$ cat config.mk
export PLATFORM = sky130hd
export DESIGN_NAME = protect_device_flat
export DESIGN_NICKNAME = d
export VERILOG_FILES = /design/src/core/protect_pkg.sv /design/src/core/protect_if.sv /design/src/core/bypass_select.sv /design/src/core/protect_device.sv /design/src/flat_wrapper.sv
export SDC_FILE = /design/constraint.sdc
export NUM_CORES = 1
export LEC_CHECK = 0
export BUFFER_PORTS_ARGS = -buffer_cell sky130_fd_sc_hd__buf_2
export CORE_MARGIN = 1.5
export CORE_UTILIZATION = 51
export DETAILED_ROUTE_END_ITERATION = 12
export PLACE_DENSITY = 0.78
export SYNTH_ARGS = -nofsm -noshare
export SYNTH_HDL_FRONTEND = slang
export SYNTH_SLANG_ARGS = --single-unit
$ cat constraint.sdc
create_clock -name mclk -period 5.65 [get_ports mclk]
set_input_delay 0.8475 -clock mclk [delete_from_list [all_inputs] [get_ports mclk]]
set_output_delay 0.8475 -clock mclk [all_outputs]
set_load 0.02 [all_outputs]
$ cat src/core/protect_pkg.sv
// Shared constants and types for the battery protector control ends
package protect_pkg;
  localparam int CELL_COUNT = 10;
  localparam int CLK_MHZ = 250;
  // Host must wait this long before repeating a refused latch clear
  localparam int CLEAR_RETRY_MS = 1;
  localparam int CLEAR_RETRY_CYCLES = CLEAR_RETRY_MS * CLK_MHZ * 1000;
  // Host reset hold time after rail activation, in microseconds
  localparam int RESET_HOLD_US = 100;
  localparam int RESET_HOLD_CYCLES = RESET_HOLD_US * CLK_MHZ;
  localparam logic [7:0] MEM_UNLOCK_CODE = 8'he2;
  // APB register byte offsets of the host controller
  localparam logic [7:0] REG_CONTROL = 8'h00;
  localparam logic [7:0] REG_BYPASS = 8'h04;
  localparam logic [7:0] REG_MEMDATA = 8'h08;
  localparam logic [7:0] REG_STATUS = 8'h0c;
  // Control register field positions
  localparam int CTL_HOSTMODE = 0;
  localparam int CTL_SHUTDOWN = 1;
  localparam int CTL_CLEAR = 2;
  localparam int CTL_BIAS = 3;
  localparam int CTL_SPARE = 4;
  localparam int CTL_CHG = 5;
  localparam int CTL_DSG = 6;
  localparam int CTL_ZVC = 7;
  localparam int CTL_MEMPULSE = 8;
  localparam int CTL_STATUSREAD = 9;
  localparam logic [31:0] CONTROL_RESET = 32'h00000000;
  typedef enum {PWR_NORMAL, PWR_DRAIN, PWR_OFF} power_state_t;
  typedef enum {RST_HOLD, RST_COUNT, RST_RELEASED} reset_state_t;
endpackage

$ cat src/core/protect_if.sv
// Link between the protector device logic and its host controller
`timescale 1ns/10ps
interface protect_if;
  import protect_pkg::*;
  logic hostMode;
  logic shutdownRequest;
  logic latchClear;
  logic biasEnable;
  logic spareEnable;
  logic chargeEnable;
  logic dischargeEnable;
  logic zeroVoltCharge;
  logic [CELL_COUNT-1:0] bypassSelect;
  logic statusRead;
  logic [7:0] memControl;
  logic memPulse;
  logic [7:0] status;
  logic faultAlertN;
  logic hostResetN;
  modport device (input hostMode, shutdownRequest, latchClear, biasEnable, spareEnable, chargeEnable,
    dischargeEnable, zeroVoltCharge, bypassSelect, statusRead, memControl, memPulse,
    output status, faultAlertN, hostResetN);
  modport host (output hostMode, shutdownRequest, latchClear, biasEnable, spareEnable, chargeEnable,
    dischargeEnable, zeroVoltCharge, bypassSelect, statusRead, memControl, memPulse,
    input status, faultAlertN, hostResetN);
endinterface

$ cat src/core/bypass_select.sv
// Chooses the cells to bypass, never two neighbours at once
`timescale 1ns/10ps
module bypass_select
  import protect_pkg::*;
(
  input wire logic [CELL_COUNT-1:0] request,
  input wire logic [CELL_COUNT-1:0] previous,
  output logic [CELL_COUNT-1:0] grant
);
  // Padded by one cell so the neighbour tests never index past either end
  logic [CELL_COUNT:0] pick;
  logic [CELL_COUNT:0] keptBelow;

  assign keptBelow = {request & previous, 1'b0};
  assign grant = pick[CELL_COUNT-1:0];

  // Cells already served keep priority so a started cell finishes first
  always_comb begin
    pick = {1'b0, request & previous};
    for (int i = CELL_COUNT - 1; i >= 0; i--) begin
      if (request[i] && !pick[i] && !pick[i + 1] && !keptBelow[i]) begin
        pick[i] = 1'b1;
      end
    end
  end
endmodule // bypass_select

$ cat src/core/protect_device.sv
// Device end: balancing, protection, alert, host reset and power sequencing
//
// Design decisions made outside this module: the register offsets (protect_pkg) and the APB register port (protect_host).
`timescale 1ns/10ps

// How it works
// - Host mode bypasses cells per select bits
// - Stand-alone overvoltage stops charge, bypasses that cell
// - Bypass until hysteresis point, then recharge
// - Balancing ends when overvoltage protection releases
// - Never bypass two adjacent cells together
// - Bypass off while cells are sampled
// - Thermistor bias only when enabled, off at reset
// - Low temperature input trips both FETs, flags
// - Spare output follows enable, off at reset
// - Zero-volt charge drives precharge via spare output (here only in stand-alone mode, with a low cell)
// - Alert low whenever any fault detected
// - Stand-alone alert releases when faults clear
// - Host mode latches faults until clear toggle
// - After unlatch FETs follow host; read releases alert
// - Clear toggle ignored during voltage faults; retry later
// - Host reset held low after rail activation
// - Host reset low on low supply or bad rail
// - Memory commit needs unlock code then pulse
// - Host shutdown: discharge off, wait zero pack
// - Stand-alone undervoltage: discharge off, then shutdown
// - Shutdown turns every output off
// - Startup comparator leaves shutdown
module protect_device
  import protect_pkg::*;
#(
  parameter int RESET_HOLD = RESET_HOLD_CYCLES
)
(
  input wire logic mclk,
  input wire logic reset,
  protect_if.device link,
  input wire logic [CELL_COUNT-1:0] cellHigh,
  input wire logic [CELL_COUNT-1:0] cellRecovered,
  input wire logic [CELL_COUNT-1:0] cellLow,
  input wire logic sampling,
  input wire logic overloadTrip,
  input wire logic shortTrip,
  input wire logic tempBelowRef,
  input wire logic supplyLow,
  input wire logic railGood,
  input wire logic packZero,
  input wire logic startupDetect,
  output logic [CELL_COUNT-1:0] bypassCell,
  output logic chargeFetOn,
  output logic dischargeFetOn,
  output logic thermistorBiasOut,
  output logic spareOdOut,
  output logic spareOdOe,
  output logic memProgSupply,
  output logic memCommit
);
  power_state_t power_reg, power_next;
  reset_state_t rst_reg, rst_next;
  logic [CELL_COUNT-1:0] balance_reg, balance_next;
  logic [CELL_COUNT-1:0] bypass_next;
  logic [CELL_COUNT-1:0] bypassRequest;
  logic [CELL_COUNT-1:0] autoGrant;
  logic [3:0] latched_reg, latched_next;
  logic clearArmed_reg;
  logic alertHold_reg, alertHold_next;
  logic alert_next;
  logic [31:0] rstCount_reg;
  logic overTemp;
  logic clearDone;
  logic [3:0] liveFaults;
  logic anyFault;
  logic voltageFault;
  logic running;
  logic chg_next, dsg_next, spare_next;
  logic unlocked;

  assign running = power_reg != PWR_OFF;
  assign overTemp = tempBelowRef;
  assign liveFaults = {|cellLow, |cellHigh, overloadTrip, shortTrip};
  assign voltageFault = |cellHigh || |cellLow;
  assign anyFault = |liveFaults || overTemp;
  assign clearDone = clearArmed_reg && !link.latchClear && !voltageFault;

  // ----------------------------------------
  // Balancing
  // ----------------------------------------
  // Keep a cell bypassed until it reaches the hysteresis point
  assign balance_next = (balance_reg & ~cellRecovered) | cellHigh;

  // Host selections pass through the same neighbour filter as automatic ones
  assign bypassRequest = link.hostMode ? link.bypassSelect : balance_next;

  bypass_select u_select (
    .request(bypassRequest),
    .previous(bypassCell),
    .grant(autoGrant)
  );

  // Sampling overrides every selection so the monitor never reads a loaded cell
  assign bypass_next = (!running || sampling) ? '0 : autoGrant;

  // ----------------------------------------
  // Faults and alert
  // ----------------------------------------
  assign latched_next = clearDone ? liveFaults : (latched_reg | liveFaults);
  // Alert stays low after unlatch until the host reads status
  assign alertHold_next = link.hostMode && ((anyFault || |latched_reg) || (alertHold_reg && !link.statusRead));
  assign alert_next = link.hostMode ? !alertHold_next : !anyFault;

  assign chg_next = running && !overTemp && !(|cellHigh) && !(|liveFaults[1:0]) &&
    (link.hostMode ? (link.chargeEnable && latched_reg == 4'h0) : 1'b1);
  // Next power state, so discharge drops on the same edge that takes the request
  assign dsg_next = running && power_next == PWR_NORMAL && !overTemp && !(|liveFaults[1:0]) && !(|cellLow) &&
    (link.hostMode ? (link.dischargeEnable && latched_reg == 4'h0) : 1'b1);
  assign spare_next = running && (link.spareEnable || (!link.hostMode && link.zeroVoltCharge && |cellLow));

  // ----------------------------------------
  // Power sequencing
  // ----------------------------------------
  always_comb begin
    power_next = power_reg;
    unique case (power_reg)
      PWR_NORMAL: begin
        if ((link.hostMode && link.shutdownRequest) || (!link.hostMode && |cellLow)) begin
          power_next = PWR_DRAIN;
        end
      end
      PWR_DRAIN: begin
        if (packZero) begin
          power_next = PWR_OFF;
        end
      end
      PWR_OFF: begin
        if (startupDetect) begin
          power_next = PWR_NORMAL;
        end
      end
    endcase
  end

  always_comb begin
    rst_next = rst_reg;
    unique case (rst_reg)
      RST_HOLD: begin
        if (running && railGood && !supplyLow) begin
          rst_next = RST_COUNT;
        end
      end
      RST_COUNT: begin
        if (!running || !railGood || supplyLow) begin
          rst_next = RST_HOLD;
        end else if (rstCount_reg >= 32'(RESET_HOLD - 1)) begin
          rst_next = RST_RELEASED;
        end
      end
      RST_RELEASED: begin
        if (!running || !railGood || supplyLow) begin
          rst_next = RST_HOLD;
        end
      end
    endcase
  end

  // Commit pulses pass only while the unlock code stays written
  assign unlocked = link.memControl == MEM_UNLOCK_CODE;

  always_ff @(posedge mclk or posedge reset) begin
    if (reset) begin
      power_reg <= PWR_NORMAL;
      rst_reg <= RST_HOLD;
      rstCount_reg <= '0;
      balance_reg <= '0;
      latched_reg <= '0;
      clearArmed_reg <= 1'b0;
      alertHold_reg <= 1'b0;
      bypassCell <= '0;
      chargeFetOn <= 1'b0;
      dischargeFetOn <= 1'b0;
      thermistorBiasOut <= 1'b0;
      spareOdOut <= 1'b0;
      spareOdOe <= 1'b1;
      memProgSupply <= 1'b0;
      memCommit <= 1'b0;
      link.status <= '0;
      link.faultAlertN <= 1'b1;
      link.hostResetN <= 1'b0;
    end else begin
      power_reg <= power_next;
      rst_reg <= rst_next;
      rstCount_reg <= (rst_reg == RST_COUNT) ? rstCount_reg + 32'h1 : '0;
      balance_reg <= running && !link.hostMode ? balance_next : '0;
      latched_reg <= link.hostMode ? latched_next : '0;
      // Arm on a written one; a refused clear must be toggled again
      clearArmed_reg <= link.latchClear ? 1'b1 : 1'b0;
      alertHold_reg <= alertHold_next;
      bypassCell <= bypass_next;
      chargeFetOn <= chg_next;
      dischargeFetOn <= dsg_next;
      thermistorBiasOut <= running && link.biasEnable;
      spareOdOut <= 1'b0;
      spareOdOe <= !spare_next;
      memProgSupply <= running && unlocked;
      memCommit <= running && unlocked && link.memPulse;
      link.status <= running ? {chg_next, dsg_next, railGood, overTemp,
        link.hostMode ? latched_next : liveFaults} : 8'h00;
      link.faultAlertN <= running ? alert_next : 1'b1;
      link.hostResetN <= rst_next == RST_RELEASED;
    end
  end
endmodule // protect_device

$ cat src/flat_wrapper.sv
// flat-port wrapper written by rule: the top's interface ports become plain ports
module protect_device_flat import protect_pkg::*;
#(
  parameter int RESET_HOLD = RESET_HOLD_CYCLES
)
  (mclk, reset, cellHigh, cellRecovered, cellLow, sampling, overloadTrip, shortTrip, tempBelowRef, supplyLow, railGood, packZero, startupDetect, bypassCell, chargeFetOn, dischargeFetOn, thermistorBiasOut, spareOdOut, spareOdOe, memProgSupply, memCommit, link_hostMode, link_shutdownRequest, link_latchClear, link_biasEnable, link_spareEnable, link_chargeEnable, link_dischargeEnable, link_zeroVoltCharge, link_bypassSelect, link_statusRead, link_memControl, link_memPulse, link_status, link_faultAlertN, link_hostResetN);
  protect_if link_i ();
  input wire logic mclk;
  input wire logic reset;
  input wire logic [CELL_COUNT-1:0] cellHigh;
  input wire logic [CELL_COUNT-1:0] cellRecovered;
  input wire logic [CELL_COUNT-1:0] cellLow;
  input wire logic sampling;
  input wire logic overloadTrip;
  input wire logic shortTrip;
  input wire logic tempBelowRef;
  input wire logic supplyLow;
  input wire logic railGood;
  input wire logic packZero;
  input wire logic startupDetect;
  output logic [CELL_COUNT-1:0] bypassCell;
  output logic chargeFetOn;
  output logic dischargeFetOn;
  output logic thermistorBiasOut;
  output logic spareOdOut;
  output logic spareOdOe;
  output logic memProgSupply;
  output logic memCommit;
  input wire logic [$bits(link_i.hostMode)-1:0] link_hostMode;
  input wire logic [$bits(link_i.shutdownRequest)-1:0] link_shutdownRequest;
  input wire logic [$bits(link_i.latchClear)-1:0] link_latchClear;
  input wire logic [$bits(link_i.biasEnable)-1:0] link_biasEnable;
  input wire logic [$bits(link_i.spareEnable)-1:0] link_spareEnable;
  input wire logic [$bits(link_i.chargeEnable)-1:0] link_chargeEnable;
  input wire logic [$bits(link_i.dischargeEnable)-1:0] link_dischargeEnable;
  input wire logic [$bits(link_i.zeroVoltCharge)-1:0] link_zeroVoltCharge;
  input wire logic [$bits(link_i.bypassSelect)-1:0] link_bypassSelect;
  input wire logic [$bits(link_i.statusRead)-1:0] link_statusRead;
  input wire logic [$bits(link_i.memControl)-1:0] link_memControl;
  input wire logic [$bits(link_i.memPulse)-1:0] link_memPulse;
  output wire logic [$bits(link_i.status)-1:0] link_status;
  output wire logic [$bits(link_i.faultAlertN)-1:0] link_faultAlertN;
  output wire logic [$bits(link_i.hostResetN)-1:0] link_hostResetN;
  assign link_i.hostMode = link_hostMode;
  assign link_i.shutdownRequest = link_shutdownRequest;
  assign link_i.latchClear = link_latchClear;
  assign link_i.biasEnable = link_biasEnable;
  assign link_i.spareEnable = link_spareEnable;
  assign link_i.chargeEnable = link_chargeEnable;
  assign link_i.dischargeEnable = link_dischargeEnable;
  assign link_i.zeroVoltCharge = link_zeroVoltCharge;
  assign link_i.bypassSelect = link_bypassSelect;
  assign link_i.statusRead = link_statusRead;
  assign link_i.memControl = link_memControl;
  assign link_i.memPulse = link_memPulse;
  assign link_status = link_i.status;
  assign link_faultAlertN = link_i.faultAlertN;
  assign link_hostResetN = link_i.hostResetN;
  protect_device #(.RESET_HOLD(RESET_HOLD)) u_core (.mclk(mclk), .reset(reset), .link(link_i), .cellHigh(cellHigh), .cellRecovered(cellRecovered), .cellLow(cellLow), .sampling(sampling), .overloadTrip(overloadTrip), .shortTrip(shortTrip), .tempBelowRef(tempBelowRef), .supplyLow(supplyLow), .railGood(railGood), .packZero(packZero), .startupDetect(startupDetect), .bypassCell(bypassCell), .chargeFetOn(chargeFetOn), .dischargeFetOn(dischargeFetOn), .thermistorBiasOut(thermistorBiasOut), .spareOdOut(spareOdOut), .spareOdOe(spareOdOe), .memProgSupply(memProgSupply), .memCommit(memCommit));
endmodule
==> results.md, run 1 <==
* TritonCTS clock tree: built
* Port Buffers at 93
* Initial Util at 53.1%
* Reg2reg setup slack at around 2700 ps
* CTS H-tree depth at 4
* DRT Pass-1 Iters at 5
* Pre-CTS setup slack at 2670 ps
* CTS Root Cell: clkbuf_16
* Syn_area_per_cell at 10.7 um2
* Syn Std Cell Area at 5830 um2
* DIE HEIGHT at between 100 and 150 um
* Area Growth Syn to Fin at 19.7%
* Post-route minimum period at 2940 ps
* Num CTS Buffers at 17
* Sequential share of the synthesized area at between 50% and 60%
* R2R Path End: u_core.rst_reg[9]$_DFF_PP0_
* Asr flop ratio synth at 100%
* Cells after Synth at 547
* Crit path max-delay family: simple AND/OR/NAND/NOR gates
* Grt total ovfl at 0
* Max incr delay on CP at between 700 and 800 ps
* Top FF cell, synth: dfrtp_1
* Worst reg2reg path depth at 6
* Vias in the first global route at approximately 4500
* Post-route setup TNS at 0 ps
* Worst path slowest cell: o211ai_4
* DRC violations left at 0
* First-pass GRT wire length at 20700 um
* Post_cts resized at 0
* Clock transition time at the flip-flop clock pins of the worst setup and hold paths at ~60 ps
* Worst setup margin at approximately 2700 ps
* RSZ-0062 raised after global routing: false
* Total Power at approximately 2500 uW
* Reg2reg start: u_core.rst_reg[22]$_DFF_PP0_
* Antenna viol nets, final at 0
* Core area at 11000 um2
* Leakage at 0.00339 uW
* Total number of vias at 4295
* Row count at 38
* Final setup fails at 0
* Die area at ~12000 um2
* Filler Cells Inserted at 865
* IO Pins at 95
* Nets@finish at 712
* Power density cells at 354 nW/um2
* Fin Clk Skew at 8.04 ps
* Crit Path Max Fanout at 32
* Hpwl dp at between 8000 and 9000 um
* Layout cells sized above 1 at roughly a fifth
* WP depth at 6
* Max clock buf depth at 2
* Req. time, crit path at about 6000 ps
* Crit start category: flip-flop
* Peak VDD IR at 0.297 mV
* Crit path cell chain: nor4_1 -> nand4_1 -> nor2_1 -> nand2_1 -> o211ai_4 -> and2_1
* Least-Margin Pin Slew at 1110 ps
* Final hold vios at 0
* Fin crit share at approximately 52%
* Initial antenna violation count at 0
* CP bufs+invs at 0
* Slew headroom at about 26%
* DR iter-0 viols at between 200 and 300
* Postcts setup bufs at 0
* Min-Delay Endpoint: u_core.rst_reg[28]$_DFF_PP0_
* Crit end category: flip-flop
* Post-synthesis net count at 616
* Seq cells post-synth at around 140
* Unique masters post-synth at 59
* Type of the worst min-delay path: flip-flop to flip-flop
* Largest net degree at the start of global routing at 97
* Post-Route WL at 12100 um
* RePlAce Congestion at 0.755
* Overall routing resource usage at a little under a quarter
* Clk sinks at 138
* Post-CTS Hold Buffers at 0
* Hold_sp: u_core.rst_reg[28]$_DFF_PP0_
* Number of flops mapped to enable cells by yosys at 0
* Worst Hold Depth at 1
* Run status: complete, no violations
* Clk Latency, worst-skew pair at around 420 ps
* FMAX at 340 MHz
* Vias per inst at 5.40
* Arr. time, crit path at 3300 ps
* # diodes at 0
* Worst hold slack at 482 ps
* Average routed wire per standard cell at 15.2 um
* Max cap viols at 0
* Die Wd at around 110 um
* Kind of critical path: flip-flop to flip-flop
* Pins over their slew limit at 0
* Yosys Warn Count at 0
==> worst max-delay path by stage <==
| stage | slack, ps | endpoint | startpoint |
|---|---|---|---|
| 6_report | 2710 | u_core.rst_reg[9]$_DFF_PP0_ | u_core.rst_reg[22]$_DFF_PP0_ |
| 3_5_place_dp | 2670 | u_core.bypassCell[1]$_DFF_PP0_ | link_hostMode |
| 4_1_cts | 2720 | u_core.rst_reg[9]$_DFF_PP0_ | u_core.rst_reg[22]$_DFF_PP0_ |
| 3_3_place_gp | 2780 | u_core.rst_reg[6]$_DFF_PP0_ | u_core.rst_reg[22]$_DFF_PP0_ |
| 5_1_grt | 2330 | u_core.rst_reg[9]$_DFF_PP0_ | u_core.rst_reg[6]$_DFF_PP0_ |
| 2_1_floorplan | 1110 | u_core.alertHold_reg$_DFF_PP0_ | reset |
==> power breakdown <==
part,leakage [uW],switching [uW],internal [uW],total [uW]
combinational,0.00125,218,106,325
sequential,0.00187,32.0,1040,1070
clock,0.000275,430,643,1070
total,0.00339,680,1790,2470
==> layout make-up <==
type / instances / area, um2 / share of cell area, %
Clock buffer: 20 / 467 / 6.68
Multi-Input combinational cell: 368 / 2200 / 31.5
Tap cell: 140 / 175 / 2.51
Clock inverter: 12 / 114 / 1.63
Sequential cell: 138 / 3460 / 49.5
Inverter: 22 / 85.1 / 1.22
Timing Repair Buffer: 96 / 488 / 6.99
==> cell families (layout without fill, tap and decap cells) <==
family / Yosys count / in the layout / share of synthesized area, %
buffers and inverters: 41 / 150 / 3.20
other: 1 / 1 / 0.0643
muxes: 3 / 3 / 0.536
DFF: 138 / 138 / 59.2
and+or+nand+nor: 264 / 264 / 24.6
xor gates and xnor gates: 28 / 28 / 4.20
adders and majority gates: 1 / 1 / 0.214
AOI/OAI and AO/OA: 71 / 71 / 7.96
==> through the flow <==
step	util [%]	std cells	area, um2
floorplan	-	547	5830
global placement	58.3	764	6400
detailed placement	58.3	764	6400
CTS	63.6	796	6980
global route	63.6	796	6980
finish	63.6	796	6980
==> layer usage <==
layer	vias up	part of all wire (%)	global-route usage, %	routed length, um
met1	2110	44	28.3	5280
met4	0	1.9	10.7	229
li1	2064	-	-	-
met2	102	49	37.1	5970
met3	19	4.9	6.22	592
met5	-	0	0	0
==> cells in the mapped netlist, drive strengths merged (3+ instances only) <==
master | n | area [um2]
dfrtp | 136 | 3400
xnor2 | 11 | 96.3
and2 | 62 | 388
nor2b | 9 | 56.3
nor3 | 25 | 130
and3 | 6 | 37.5
nor4 | 29 | 181
a21oi | 28 | 140
a21o | 4 | 30.0
a31oi | 3 | 18.8
nand3 | 11 | 55.1
a211o | 3 | 26.3
nor2 | 61 | 229
and4 | 4 | 35.0
nand2b | 5 | 31.3
inv | 22 | 82.6
or3 | 4 | 25.0
clkbuf | 9 | 33.8
or2 | 5 | 31.3
nand2 | 24 | 90.1
a211oi | 4 | 30.0
buf | 10 | 70.1
o21ai | 12 | 60.1
nand4 | 10 | 62.6
xor2 | 17 | 149
==> cell usage in the layout, fill, tap and decap left out, types with 4 or more instances in the layout <==
cell,count
a211oi_1,4
a21o_1,4
a21oi_1,28
and2_1,62
and3_1,6
and4_1,4
buf_2,93
clkbuf_16,17
clkinvlp_4,4
dfrtp_1,136
inv_1,20
nand2_1,24
nand2b_1,5
nand3_1,11
nand4_1,10
nor2_1,61
nor2b_1,9
nor3_1,24
nor4_1,28
o21ai_0,11
or2_1,5
or3_1,4
xnor2_1,11
xor2_1,17
No activity file was read; power rests on OpenSTA's default activity.
==> inputs of run 2 (changes only) <==
Settings changed: PLACE_DENSITY 0.78 to 0.81.
Clock period 5.65 ns to 2.5 ns, I/O delays scaled along.
==> run 2 against run 1 <==
  * Total power is 120% higher
  * Non-clock buffer count grew 7
  * Hold slack got worse by 390 ps
  * Critical endpoint is now u_core.rst_reg[5]$_DFF_PP0_
==> results.md, run 2 (synthesis results as in run 1) <==
* Fin crit share at 91.8% (was 52.1%)
* Row count at 38 (unchanged)
* Max cap viols at 0 (unchanged)
* Largest net degree at the start of global routing at 42 (was 97)
* Overall routing resource usage at 22.9% (was 22.8%)
* DIE HEIGHT at 110 um (unchanged)
* DRT Pass-1 Iters at 5 (unchanged)
* RSZ-0062 raised after global routing: false (unchanged)
* Initial Util at 53.1% (unchanged)
* Kind of critical path: flip-flop to flip-flop (unchanged)
* Post-route minimum period at 2290 ps (was 2940 ps)
* Clock transition time at the flip-flop clock pins of the worst setup and hold paths at 60 ps (about the same)
* Final setup fails at 0 (unchanged)
* Most common cell after layout, fill and taps aside: dfrtp_1 (unchanged)
* Run status: complete, no violations (unchanged)
* Layout cells sized above 1 at 22.2% (was 21.0%)
* Leakage at 0.00343 uW (was 0.00339 uW)
* Slew headroom at 44.8% (was 25.7%)
* Type of the worst min-delay path: input port to flip-flop (was flip-flop to flip-flop)
* Grt total ovfl at 0 (unchanged)
* # diodes at 0 (unchanged)
* Port Buffers at 93 (unchanged)
* Postcts setup bufs at 0 (unchanged)
* Area Growth Syn to Fin at 21.1% (was 19.7%)
* Post-CTS Hold Buffers at 0 (unchanged)
* Pins over their slew limit at 0 (unchanged)
* Post-route setup TNS at 0 ps (unchanged)
* First-pass GRT wire length at 20800 um (was 20700 um)
* Crit Path Max Fanout at 30 (was 32)
* Clk Latency, worst-skew pair at 410 ps (was 420 ps)
* Arr. time, crit path at 2640 ps (was 3300 ps)
* Final hold vios at 0 (unchanged)
* TritonCTS clock tree: built (unchanged)
* Req. time, crit path at 2840 ps (was 6010 ps)
* Vias per inst at 5.46 (was 5.40)
* Max clock buf depth at 2 (unchanged)
* Hpwl dp at 8320 um (was 8100 um)
* Clk sinks at 138 (unchanged)
* Average routed wire per standard cell at 15.6 um (was 15.2 um)
* DR iter-0 viols at 358 (was 250)
* Num CTS Buffers at 17 (unchanged)
* Most frequent cells in the layout: 136 x dfrtp_1, 93 x buf_2, 62 x and2_1 (unchanged)
* Peak VDD IR at 0.496 mV (was 0.297 mV)
* Least-Margin Pin Slew at 826 ps (was 1110 ps)
* RePlAce Congestion at 0.835 (was 0.755)
* Post_cts resized at 0 (unchanged)
* Post-Route WL at 12500 um (was 12100 um)
* Setup crit start: u_core.rstCount_reg[29]$_DFF_PP0_ (was u_core.rst_reg[22]$_DFF_PP0_)
* CTS H-tree depth at 4 (unchanged)
* Vias in the first global route at 4372 (was 4462)
* CTS Root Cell: clkbuf_16 (unchanged)
* Crit end category: flip-flop (unchanged)
* FMAX at 436 MHz (was 340 MHz)
* Initial antenna violation count at 0 (unchanged)
* Die Wd at 110 um (unchanged)
* Hold_sp: link_latchClear (was u_core.rst_reg[28]$_DFF_PP0_)
* DRC violations left at 0 (unchanged)
* Worst hold slack at 91.6 ps (was 482 ps)
* Die area at 12100 um2 (unchanged)
* IO Pins at 95 (unchanged)
* Power density cells at 779 nW/um2 (was 354 nW/um2)
* Crit start category: flip-flop (unchanged)
* Total number of vias at 4385 (was 4295)
* Core area at 11000 um2 (unchanged)
* Fin Clk Skew at 7.96 ps (was 8.04 ps)
* Nets@finish at 719 (was 712)
* Reg2reg start: u_core.rstCount_reg[29]$_DFF_PP0_ (was u_core.rst_reg[22]$_DFF_PP0_)
* Antenna viol nets, final at 0 (unchanged)
run 2: cell count changes in the layout (fill, tap and decap cells not counted):
cell        delta
buf_12         +3
buf_4          +3
buf_6          +1
clkbuf_8       -3
clkinv_2       +3
clkinv_4       +2
clkinvlp_4     +1
inv_4          -1
inv_6          -2
nor4_1         -2
nor4_2         +2
run 2: final timing paths:
kind,to,slack (ps),cells past startpoint
worst max-delay path,u_core.rst_reg[5]$_DFF_PP0_,210,7
worst min-delay path,u_core.clearArmed_reg$_DFF_PP0_,90,1
worst max register to register,u_core.rst_reg[5]$_DFF_PP0_,210,7
worst min register to register,u_core.power_reg[30]$_DFF_PP0_,480,1
max in group asynchronous,u_core.power_reg[2]$_DFF_PP0_,1680,3
min in group asynchronous,u_core.memProgSupply$_DFF_PP0_,120,2
run 2: per-stage QoR:
| step | utilization (%) | total power, uW | setup slack (ps) | area, um2 | cells |
|---|---|---|---|---|---|
| global placement | 59.1 | 3200 | 318 | 6490 | 771 |
| detailed placement | 59.1 | 3230 | 233 | 6490 | 771 |
| global route | 64.3 | 5750 | 44.6 | 7060 | 803 |
| floorplan | - | 2950 | 406 | 5840 | 547 |
| CTS | 64.2 | 5550 | 81.5 | 7050 | 803 |
| finish | 64.3 | 5500 | 205 | 7060 | 803 |
run 2: final cells by class:
| cell class | instances | area (um2) |
|---|---|---|
| multi-input cells | 368 | 2210 |
| inverters | 22 | 86.3 |
| clock inverters | 15 | 129 |
| flip-flops and latches | 138 | 3460 |
| fillers | 850 | 3920 |
| repair buffers | 103 | 582 |
| clock buffers | 17 | 425 |
| well taps | 140 | 175 |
run 2: worst max-delay path, stage by stage (launching register included):
cell	delay [ps]
dfrtp_1	430
nor4_2	340
nand4_1	150
or4_1	450
a31o_1	290
o211ai_4	210
buf_6	210
and2_1	160
run 2: metal layers:
metal	vias to the layer above	global-route usage, %	share of wire, %
li1	2098	-	-
met1	2142	29.7	43
met2	132	36.7	49
met3	13	5.81	6.3
met4	0	9.37	1.3
met5	-	0	0
run 2: power by group:
part	internal, uW	total (uW)	switching, uW	leakage, uW
Sequential	2350	2420	67.2	0.00187
Combinational	275	774	499	0.00129
Clock	1360	2310	946	0.000265
Total	3990	5500	1510	0.00343
